$ cat config.mk
export PLATFORM = sky130hd
export DESIGN_NAME = fsps_sequencer
export DESIGN_NICKNAME = d
export VERILOG_FILES = /design/src/fsps_sequencer.v
export VERILOG_INCLUDE_DIRS = /design/src
export SDC_FILE = /design/constraint.sdc
export NUM_CORES = 1
export LEC_CHECK = 0
export BUFFER_PORTS_ARGS = -buffer_cell sky130_fd_sc_hd__buf_2
export CAP_MARGIN = 5
export CORE_UTILIZATION = 46
export DETAILED_ROUTE_END_ITERATION = 12
export SETUP_SLACK_MARGIN = 0.2
export SLEW_MARGIN = 40
export SYNTH_ARGS = -nofsm -noshare
export SYNTH_HDL_FRONTEND = slang
export SYNTH_SLANG_ARGS = --single-unit
$ cat constraint.sdc
create_clock -name i_clk_sys -period 9.45 [get_ports i_clk_sys]
set_input_delay 2.835 -clock i_clk_sys [delete_from_list [all_inputs] [get_ports i_clk_sys]]
set_output_delay 2.835 -clock i_clk_sys [all_outputs]
set_load 0.03 [all_outputs]
$ cat src/fsps_consts.vh
// Constants for the flash self-programming sequencer
`ifndef FSPS_CONSTS_VH
`define FSPS_CONSTS_VH
// Control/status bit positions
`define FSPS_BIT_IRQ_EN 7
`define FSPS_BIT_BUSY 6
`define FSPS_BIT_SIG_READ 5
`define FSPS_BIT_REEN 4
`define FSPS_BIT_LOCK 3
`define FSPS_BIT_WRITE 2
`define FSPS_BIT_ERASE 1
`define FSPS_BIT_EN 0
// Command codes in the low five control bits
`define FSPS_CMD_LOAD 5'h01
`define FSPS_CMD_ERASE 5'h03
`define FSPS_CMD_WRITE 5'h05
`define FSPS_CMD_LOCK 5'h09
`define FSPS_CMD_REEN 5'h11
`define FSPS_CTRL_RESET 8'h00
// Arming windows in clock cycles
`define FSPS_STORE_WINDOW 3'h4
`define FSPS_LOAD_MIN_LEFT 3'h2
// Readback pointer values
`define FSPS_RB_FUSE_LOW 16'h0000
`define FSPS_RB_LOCK 16'h0001
`define FSPS_RB_FUSE_EXT 16'h0002
`define FSPS_RB_FUSE_HIGH 16'h0003
`define FSPS_RB_UNUSED_HI 2'h3
`define FSPS_RB_EXT_HI 4'hF
`define FSPS_RB_NONE 8'hFF
// Value of a buffer word that holds no loaded data
`define FSPS_BUF_ERASED 16'hFFFF
// Programming time, in microseconds, and clock rate in MHz
`define FSPS_PROG_MIN_US 3700
`define FSPS_PROG_MAX_US 4500
`define FSPS_CLK_MHZ 10
// Sequencer states
`define FSPS_ST_IDLE 1'b0
`define FSPS_ST_PROG 1'b1
`endif

$ cat src/fsps_sequencer.v
// Flash self-programming sequencer: command arming, page buffer, timed operations, readback
`include "fsps_consts.vh"
`default_nettype none

module fsps_sequencer #(
    parameter WORD_W = 5,          // Word-in-page field width, words per page = 2**WORD_W
    parameter NONUPD_FIRST_PAGE = 96, // First page of the non-updatable section
    parameter PROG_CYCLES = `FSPS_PROG_MIN_US * `FSPS_CLK_MHZ // Operation length in clocks
) (
    input wire i_clk_sys,
    input wire i_reset_n,
    input wire i_ctrl_wr,
    input wire [7:0] i_ctrl_wdata,
    output wire [7:0] o_ctrl_rdata,
    input wire i_store_prog,
    input wire i_load_prog,
    input wire [15:0] i_zptr,
    input wire [7:0] i_data_low,
    input wire [7:0] i_data_high,
    input wire i_eeprom_write_busy,
    input wire [7:0] i_fuse_low,
    input wire [7:0] i_fuse_high,
    input wire [3:0] i_fuse_ext,
    input wire [5:0] i_lock_bits,
    input wire [WORD_W-1:0] i_buf_raddr,
    output reg [15:0] o_buf_rdata,
    output wire o_irq_req,
    output wire o_cpu_halt,
    output wire o_updatable_blocked,
    output reg o_op_erase,
    output reg o_op_write,
    output reg o_op_lock,
    output reg [15-WORD_W-1:0] o_op_page,
    output reg [3:0] o_op_lock_data,
    output reg o_op_done,
    output reg o_rb_valid,
    output reg [7:0] o_rb_data
);

    localparam PAGE_W = 15 - WORD_W;   // Page field width
    localparam WORDS = 1 << WORD_W;    // Buffer depth
    localparam CNT_W = 17;             // Wide enough for the default operation length
    // Last count value, cut to the counter width on purpose
    // A longer operation needs CNT_W raised together with PROG_CYCLES
    localparam [31:0] PROG_LAST_FULL = PROG_CYCLES - 1;
    localparam [CNT_W-1:0] PROG_LAST = PROG_LAST_FULL[CNT_W-1:0];

    // Control/status bits
    // Every bit here resets to zero
    reg irq_en;                  // Ready interrupt enable
    reg section_busy_flag;       // Updatable section busy
    reg section_read_reenable;   // Re-enable command armed
    reg lock_set_cmd;            // Lock set / readback armed
    reg page_write_cmd;          // Page write armed or running
    reg page_erase_cmd;          // Page erase armed or running
    reg self_prog_enable;        // Store armed or operation running
    reg [2:0] arm_cnt;           // Cycles left in the arming window
    reg state;                   // Idle or timed programming
    reg [CNT_W-1:0] prog_cnt;    // Programming time counter
    reg op_nonupd;               // Running operation targets non-updatable section
    reg [15:0] page_buf [0:WORDS-1]; // Temporary page buffer
    reg [WORDS-1:0] loaded;      // Word already loaded since last clear

    // Pointer fields; bit 0 is the byte select and is ignored by stores
    // A page holds 2**WORD_W words
    wire [WORD_W-1:0] word_in_page_field = i_zptr[WORD_W:1];
    wire [PAGE_W-1:0] page_index_field = i_zptr[15:WORD_W+1];

    // Low five bits of a control write pick the command
    wire [4:0] cmd_code = i_ctrl_wdata[4:0];
    // Only the defined combinations arm anything; signature read is not supported here
    wire cmd_legal = (cmd_code == `FSPS_CMD_LOAD) || (cmd_code == `FSPS_CMD_ERASE) ||
                     (cmd_code == `FSPS_CMD_WRITE) || (cmd_code == `FSPS_CMD_LOCK) ||
                     (cmd_code == `FSPS_CMD_REEN);
    // No arming while a previous command is armed or running, or EEPROM is busy
    wire arm_ok = i_ctrl_wr && cmd_legal && !self_prog_enable &&
                  !i_eeprom_write_busy && !i_ctrl_wdata[`FSPS_BIT_SIG_READ];

    // Command decode at the store or load edge
    // A store while EEPROM is busy is dropped, but the window keeps running
    // Only one command bit can be set in an armed command
    wire armed = (state == `FSPS_ST_IDLE) && self_prog_enable && (arm_cnt != 3'h0);
    wire store_go = armed && i_store_prog && !i_eeprom_write_busy;
    // A plain enable with no command bit means a buffer load
    wire is_load = !section_read_reenable && !lock_set_cmd && !page_write_cmd && !page_erase_cmd;
    wire do_load = store_go && is_load;
    wire do_erase = store_go && page_erase_cmd;
    wire do_write = store_go && page_write_cmd;
    wire do_lock = store_go && lock_set_cmd;
    wire do_reen = store_go && section_read_reenable;
    // Readback only in the first three cycles of the window
    wire rb_go = armed && lock_set_cmd && i_load_prog && (arm_cnt >= `FSPS_LOAD_MIN_LEFT) &&
                 !i_eeprom_write_busy;
    // The window ends at the fourth edge after arming if nothing used it
    wire window_end = armed && (arm_cnt == 3'h1) && !store_go && !rb_go;
    // Operation ends on the first edge that sees the counter at its last value
    wire prog_end = (state == `FSPS_ST_PROG) && (prog_cnt == PROG_LAST);
    // Pages from NONUPD_FIRST_PAGE up hold code that runs while the rest is busy
    wire page_is_nonupd = (page_index_field >= NONUPD_FIRST_PAGE);
    // Any EEPROM activity while words are loaded throws the whole buffer away
    wire ee_discard = i_eeprom_write_busy && (|loaded);

    // Status read; bit 5 always reads zero since signature read is refused
    assign o_ctrl_rdata = {irq_en, section_busy_flag, 1'b0, section_read_reenable,
                           lock_set_cmd, page_write_cmd, page_erase_cmd, self_prog_enable};
    // Level request for as long as the enable bit is low
    assign o_irq_req = irq_en && !self_prog_enable;
    // Lock programming never halts nor blocks
    assign o_cpu_halt = (state == `FSPS_ST_PROG) && op_nonupd && !o_op_lock;
    // The busy flag itself is the read block for the updatable section
    assign o_updatable_blocked = section_busy_flag;

    // Control bits, arming window and timed operation
    // One process owns every control bit, so no bit has two drivers
    always @(posedge i_clk_sys or negedge i_reset_n) begin
        if (!i_reset_n) begin
            irq_en <= 1'b0;
            section_busy_flag <= 1'b0;
            section_read_reenable <= 1'b0;
            lock_set_cmd <= 1'b0;
            page_write_cmd <= 1'b0;
            page_erase_cmd <= 1'b0;
            self_prog_enable <= 1'b0;
            arm_cnt <= 3'h0;
            state <= `FSPS_ST_IDLE;
            // An operation cut by reset is simply abandoned
            prog_cnt <= {CNT_W{1'b0}};
            op_nonupd <= 1'b0;
            o_op_erase <= 1'b0;
            o_op_write <= 1'b0;
            o_op_lock <= 1'b0;
            o_op_page <= {PAGE_W{1'b0}};
            o_op_lock_data <= 4'h0;
            o_op_done <= 1'b0;
        end else begin
            o_op_done <= 1'b0;
            // Interrupt enable is always writable
            if (i_ctrl_wr) begin
                irq_en <= i_ctrl_wdata[`FSPS_BIT_IRQ_EN];
            end
            case (state)
                `FSPS_ST_IDLE: begin
                    // Arming needs enable low, so it never meets a store in the same cycle
                    if (arm_ok) begin
                        // Arm the store for four cycles
                        self_prog_enable <= 1'b1;
                        section_read_reenable <= i_ctrl_wdata[`FSPS_BIT_REEN];
                        lock_set_cmd <= i_ctrl_wdata[`FSPS_BIT_LOCK];
                        page_write_cmd <= i_ctrl_wdata[`FSPS_BIT_WRITE];
                        page_erase_cmd <= i_ctrl_wdata[`FSPS_BIT_ERASE];
                        arm_cnt <= `FSPS_STORE_WINDOW;
                    end else if (do_erase || do_write) begin
                        // Latch the page; the pointer is free from here on
                        o_op_page <= page_index_field;
                        op_nonupd <= page_is_nonupd;
                        o_op_erase <= do_erase;
                        o_op_write <= do_write;
                        // Enable and command bit stay high through the operation
                        state <= `FSPS_ST_PROG;
                        prog_cnt <= {CNT_W{1'b0}};
                        arm_cnt <= 3'h0;
                        // Only the updatable section is blocked while the array is busy
                        if (!page_is_nonupd) begin
                            section_busy_flag <= 1'b1;
                        end
                    end else if (do_lock) begin
                        // Pointer takes no part; only data bits 5..2 matter
                        o_op_lock_data <= i_data_low[5:2];
                        o_op_lock <= 1'b1;
                        op_nonupd <= 1'b0;
                        state <= `FSPS_ST_PROG;
                        prog_cnt <= {CNT_W{1'b0}};
                        arm_cnt <= 3'h0;
                    end else if (store_go || rb_go || window_end) begin
                        // Load, re-enable, readback or timeout all end the command
                        self_prog_enable <= 1'b0;
                        section_read_reenable <= 1'b0;
                        lock_set_cmd <= 1'b0;
                        page_write_cmd <= 1'b0;
                        page_erase_cmd <= 1'b0;
                        arm_cnt <= 3'h0;
                        // A load or a re-enable frees the updatable section
                        if (do_load || do_reen) begin
                            section_busy_flag <= 1'b0;
                        end
                    end else if (arm_cnt != 3'h0) begin
                        arm_cnt <= arm_cnt - 3'h1;
                    end
                end
                `FSPS_ST_PROG: begin
                    // Control writes other than the interrupt enable are ignored here
                    // Fixed length inside the allowed 3.7 to 4.5 ms band
                    prog_cnt <= prog_cnt + {{(CNT_W-1){1'b0}}, 1'b1};
                    if (prog_end) begin
                        state <= `FSPS_ST_IDLE;
                        self_prog_enable <= 1'b0;
                        lock_set_cmd <= 1'b0;
                        page_write_cmd <= 1'b0;
                        page_erase_cmd <= 1'b0;
                        o_op_erase <= 1'b0;
                        o_op_write <= 1'b0;
                        o_op_lock <= 1'b0;
                        o_op_done <= 1'b1;
                        // Busy flag stays set until software re-enables the section or loads a word
                        op_nonupd <= 1'b0;
                    end
                end
                default: begin
                    state <= `FSPS_ST_IDLE;
                end
            endcase
        end
    end

    // Loaded-word flags: cleared after a write, on re-enable, on EEPROM write, at reset
    // Clear beats set; a store is blocked during EEPROM activity, so the two never meet
    // Reset empties the buffer so no word survives a restart
    always @(posedge i_clk_sys or negedge i_reset_n) begin
        if (!i_reset_n) begin
            loaded <= {WORDS{1'b0}};
        end else if ((prog_end && o_op_write) || do_reen || ee_discard) begin
            loaded <= {WORDS{1'b0}};
        end else if (do_load && !loaded[word_in_page_field]) begin
            // Software is expected to load each word once only
            loaded[word_in_page_field] <= 1'b1;
        end
    end

    // Buffer storage; a cleared word reads as erased flash
    // No reset on the array itself; the loaded flags mask stale words
    always @(posedge i_clk_sys) begin
        if (do_load && !loaded[word_in_page_field]) begin
            page_buf[word_in_page_field] <= {i_data_high, i_data_low};
        end
    end

    // Buffer read port for the flash array during page write
    // One cycle from address to data; unloaded words read as erased
    always @(posedge i_clk_sys or negedge i_reset_n) begin
        if (!i_reset_n) begin
            o_buf_rdata <= `FSPS_BUF_ERASED;
        end else if (loaded[i_buf_raddr]) begin
            o_buf_rdata <= page_buf[i_buf_raddr];
        end else begin
            o_buf_rdata <= `FSPS_BUF_ERASED;
        end
    end

    // Fuse and lock readback, byte addressed by the full pointer
    // Comparing all sixteen bits lets bit 0 pick between neighbouring bytes
    // The byte is held until the next readback
    always @(posedge i_clk_sys or negedge i_reset_n) begin
        if (!i_reset_n) begin
            o_rb_valid <= 1'b0;
            o_rb_data <= `FSPS_RB_NONE;
        end else begin
            o_rb_valid <= rb_go;
            if (rb_go) begin
                case (i_zptr)
                    `FSPS_RB_FUSE_LOW: o_rb_data <= i_fuse_low;
                    `FSPS_RB_LOCK: o_rb_data <= {`FSPS_RB_UNUSED_HI, i_lock_bits};
                    `FSPS_RB_FUSE_EXT: o_rb_data <= {`FSPS_RB_EXT_HI, i_fuse_ext};
                    `FSPS_RB_FUSE_HIGH: o_rb_data <= i_fuse_high;
                    default: o_rb_data <= `FSPS_RB_NONE;
                endcase
            end
        end
    end

    // Page write assumes word field and bit 0 zero and an erased page
    // Lock data spare bits and pointer value are left to software
    // Signature row reads are refused: bit 5 set in a control write arms nothing
    // A reset cuts a running operation short; the array side must cope with that

endmodule

`default_nettype wire

After elaboration in Yosys (flattened, before gate mapping):

Memories as Yosys holds them, arrays and structs flattened.
Cells that the tools add are included.

* add/sub/neg operators: 2
* $lt $le $gt $ge: 5
* equality and inequality tests: 23
* multiplexer cells: 60
* bitwise gates (word level): 4
* reduce and logical (&&, ||, !) cells: 70

Operator list (count)
* two-way mux 32 bit: 2
* two-way mux 17 bit: 3
* two-way mux 1 bit: 35
* one-hot mux 17 bit (2 select lines): 1
* equality test 16 x 2 -> 1 bit, second input constant: 2
* bitwise OR 32 bit: 1
* one-hot mux 8 bit (4 select lines): 1
* OR reduction 32 bit: 1
* logical AND 1 bit: 31
* one-hot mux 1 bit (2 select lines): 9
* adder 17 x 1 -> 17 bit, second input constant: 1
* equality test 17 x 16 -> 1 bit, second input constant: 1
* equality test 16 x 1 -> 1 bit, second input constant: 1
* logical NOT 16 bit: 1
* two-way mux 16 bit: 1
* AND reduction 4 bit: 4
* two-way mux 3 bit: 5
* less-than comparator 5 x 6 -> 1 bit, second input constant: 2
* != test 2 bit, second input constant: 6
* logical NOT 1 bit: 11
* binary-select mux 1 bit (select 5 bit): 2
* >= comparator 10 x 7 -> 1 bit, second input constant: 1
* logical OR 1 bit: 10
* AND reduction 3 bit: 3
* other kinds (19): 29

* register bits after elaboration: 104
* memory bits (writable): 512
* bits of input ports: 77
* output and inout port bits: 54
* logic and storage cells: 186
* memories: 1

Memory list
* page_buf: depth 32, width 16, rd ports 1, clocked after Yosys merged registers in 0, write ports 1, line fsps_sequencer.v:61 `reg [15:0] page_buf [0:WORDS-1];`

Depth between registers and ports, before layout:

* word-level depth: 15
* gate-level depth with buffers: 9
* depth with buffers taken out: 8

Worst setup path after synthesis:

OpenSTA, ideal clock, no wires.

* path kind: input to register
* start point: in i_zptr[2]
* end point: mem page_buf[12][0], enable pin
* setup time: 409 ps
* data arrival time: 5164 ps
* required time: 9041 ps
* setup slack: 3877 ps
* stages: 7
* buffers on the path: 1
* path through: mux4_2 nand4_1 and4b_4 o21a_1 buf_4 nand3_1 nor3_1

* word-level cells in the longest chain between the ends: 6

RTL lines
* start, declared: line fsps_sequencer.v:17 `input wire [15:0] i_zptr,`
* binary-select mux 1 bit (select 5 bit): line fsps_sequencer.v:232 `if (do_load && !loaded[word_in_page_field]) begin`
* two-way mux 1 bit (not written as such): line fsps_sequencer.v:232
* logical NOT 1 bit: line fsps_sequencer.v:232
* logical AND 1 bit: line fsps_sequencer.v:232
* two-way mux 1 bit: line fsps_sequencer.v:232
* two-way mux 1 bit (not written as such): line fsps_sequencer.v:233 `page_buf[word_in_page_field] <= {i_data_high, i_data_low};`
* end, declared: line fsps_sequencer.v:61

Several ways; a longest one is shown, not always the timed one. The select of a mux whose other input is x is not followed.

Final worst setup path:

* start point: in i_zptr[2]
* end point: mem page_buf[17][2], enable pin

The elaborated chain is that of the path after synthesis.

==> impl_results.md <==
* Status: finished clean
* Post-synth EDFFs at 512
* Crit path DAT at 5410 ps
* Synth warn at 0
* WL final at 59.3 mm
* F_max at 0.194 GHz
* Sw Ratio at 21.4%
* Root buffer cell: clkbuf_16
* Worst-Skew Late Latency at 590 ps
* # hold bufs at CTS at 0
* DR vias at between 10,000 and 15,000
* Finish-stage setup viols at 0
* Worst-path fanout max at 15
* Clock Path Buffers at 3
* Top cell type's share of synthesized area at 61.1%
* Slew headroom at 48.5%
* Final Cycle Share at 54.4%
* Dpl hpwl at approximately 34 mm
* Final hold vios at 0
* Post-Syn Area at 0.0252 mm2
* Top Ports at 131
* Reg2Reg Setup Slack at 6270 ps
* Worst clock skew at 22.3 ps
* Main synth FF type: edfxtp_1
* Unrepaired setup endpoints after global routing: no
* Async SR Flop Fraction at between 10% and 20%
* Crit end category: register
* Clock sinks at 616
* Cell accounting for the most synthesized area: edfxtp_1
* Count of cell types in the netlist at 63
* Number of antenna-violating nets in the routed design at 0
* Sw Pwr at 1.23 mW
* Post-CTS resize count at 0
* # rows at 85
* Nets at approximately 1,700
* TritonCTS buffer count at 67
* Syn_area_per_cell at between 15 and 20 um2
* Final GP Congestion at 0.845
* Drt drc at 0
* Core area at 0.0539 mm2
* Initial cell density of the core at 46.7%
* Type of the most critical hold path: register to register
* Largest net degree at the start of global routing at 77
* Total of max-cap violations at 0
* Die area at 0.0557 mm2
* GRT Resource Usage Total at 21.7%
* CP Class: input pin to register
* Top-count cell post-synth: edfxtp_1
* Synth area leaders: edfxtp_1, dfrtp_1, mux4_2, mux2i_1, dfstp_2
* Syn-to-layout area delta at 14.3%
* Htree depth at 3
* WL/cell at ~25 um
* Final Cell Area at 0.0288 mm2
* Clk pwr share at 42.1%
* Worst setup SP type: input pin
* First-pass GRT wire length at approximately 90 mm
* Layout cells sized above 1 at between 20 and 30%
* Clock slew at the register clock pins of the worst setup and hold paths at 60 ps
* Post-CTS Setup Bufs at 0
* Initial antenna violation count at 2
* Synth cell count leaders: edfxtp_1, mux2i_1, dfrtp_1, o21ai_0, mux4_2
* Syn Nets at 1,564
* Port Buffers at around 130
* Pwr Density at ~200 mW/mm2
* Via density at 5.85
* Static leakage at 10.2 nW
* Drt first pass iters at 5
* Die Y-Extent at 236 um
* Pint at 4.49 mW
* Die X at 236 um
* GRT overflow at 0
* Synth Register Bits at 616
* Slew Limit Fails at 0
* Setup_tns at 0 ps
* Slew @ Worst Pin at 770 ps
* Max VDD drop at about 0.00012 V
* Seq/Total Area, Yosys at 71.5%
* 1st-iter DRT viols at 1,037
* Worst Path Required at roughly 10000 ps
* Part of the power in registers at 52.5%
* Post-synthesis cell count at roughly 1,500
* Part of the power in combinational logic at 5.5%
* Post-layout min period at roughly 5100 ps
* TritonCTS clock tree: yes
* Vias in the first global route at around 14,000
* Post-placement cell area at 0.0267 mm2
-- kinds of logic (layout without fill, tap and decap cells) --
group,Yosys count,count (layout),share of synthesized area [%]
adders and majority gates,5,5,0.239
and+or+nand+nor,236,236,5.28
DFF,616,616,71.5
AOI/OAI and AO/OA,272,272,7.02
muxes,238,238,13.1
buffers and inverters,100,304,2.28
xor gates and xnor gates,15,15,0.522
other,1,2,0.0149
-- stage by stage --
step / utilization (%) / hold slack (ps) / std cells / power, mW / setup WS, ps
finish: 53.3 / 488 / 2384 / 5.72 / 4310
CTS: 53.3 / 496 / 2383 / 5.77 / 4340
detailed placement: 49.6 / 482 / 2265 / 3.37 / 3730
global placement: 49.4 / 470 / 2262 / 3.36 / 3460
floorplan: - / 469 / 1483 / 3.24 / 3880
global route: 53.3 / 509 / 2383 / 5.90 / 4230
-- cells in the final DEF, fill, tap and decap left out, types with 6 or more instances in the layout --
master,netlist,layout
buf_4,21,45
nand4_1,10,10
mux2i_1,134,134
dfrtp_1,80,80
o21a_1,28,28
nor3_2,8,20
nand2b_1,22,21
nand3_1,10,10
a21oi_1,60,60
clkbuf_8,0,11
inv_1,12,12
nand2_1,51,51
dfstp_2,24,24
clkbuf_1,32,20
mux2_2,30,30
edfxtp_1,512,512
clkinv_1,0,10
xor2_1,12,12
a31oi_1,6,6
clkinv_2,0,7
nor2b_1,17,15
a221oi_1,33,32
nor2_2,0,6
buf_2,22,124
clkbuf_16,0,68
nor2_1,40,33
mux4_2,70,70
o21ai_0,74,74
a22oi_1,40,40
o22ai_1,7,7
or3_1,19,19
nor4_1,15,15
-- power groups by stage --
stage               logic [mW]  registers [mW]  clock network [mW]
floorplan                0.181            3.06                   0
global placement         0.307            3.05                   0
detailed placement       0.315            3.05                   0
CTS                      0.316            3.00                2.46
global route             0.341            3.00                2.56
finish                   0.312            3.00                2.41
-- critical path, stage by stage --
cell and delay [ps]:
buf_2 370, mux4_2 570, nand4_1 110, and4b_4 290, o21ai_4 220, nor3_4 660, buf_4 340
-- final cells by class --
type,instances,area (um2)
fill,4292,25200
sequential,616,18000
multi-input combinational,767,6750
clock buffer,99,1930
timing repair buffer,174,1060
tap,696,871
clock inverter,19,97.6
inverter,12,45.0
antenna,1,2.50
-- metal layers --
| layer | part of all wire, % | global-route usage (%) | wire length, um |
|---|---|---|---|
| met5 | 0.022 | 0 | 13 |
| met4 | 2.1 | 5.76 | 1240 |
| met3 | 6.1 | 4.47 | 3630 |
| met2 | 47 | 34.3 | 27700 |
| met1 | 45 | 30.6 | 26700 |
-- sequential cells by signal, summed over array words and instances (netlist names) --
register,count
o_op_write,1
o_op_page,10
o_rb_valid,1
state,1
o_buf_rdata,16
o_op_erase,1
prog_cnt,17
o_op_done,1
op_nonupd,1
o_updatable_blocked,1
o_op_lock_data,4
page_erase_cmd,1
lock_set_cmd,1
o_op_lock,1
arm_cnt,3
self_prog_enable,1
page_write_cmd,1
section_read_reenable,1
page_buf,512
loaded,32
o_rb_data,8
irq_en,1
-- path summary, 6_finish.rpt --
check | from | endpoint | depth (start not counted)
min reg2reg | o_op_lock_data[0]$_DFFE_PN0P_ | o_op_lock_data[0]$_DFFE_PN0P_ | 1
max reg2reg | arm_cnt[0]$_DFFE_PN0P_ | page_buf[17][2]$_DFFE_PP_ | 8
max in group asynchronous | i_reset_n | loaded[7]$_DFFE_PN0P_ | 2
max | i_zptr[2] | page_buf[17][2]$_DFFE_PP_ | 7
min in group asynchronous | i_reset_n | prog_cnt[12]$_DFFE_PN0P_ | 1
min | o_op_lock_data[0]$_DFFE_PN0P_ | o_op_lock_data[0]$_DFFE_PN0P_ | 1
Note: power is estimated with default switching activity, not from simulation.
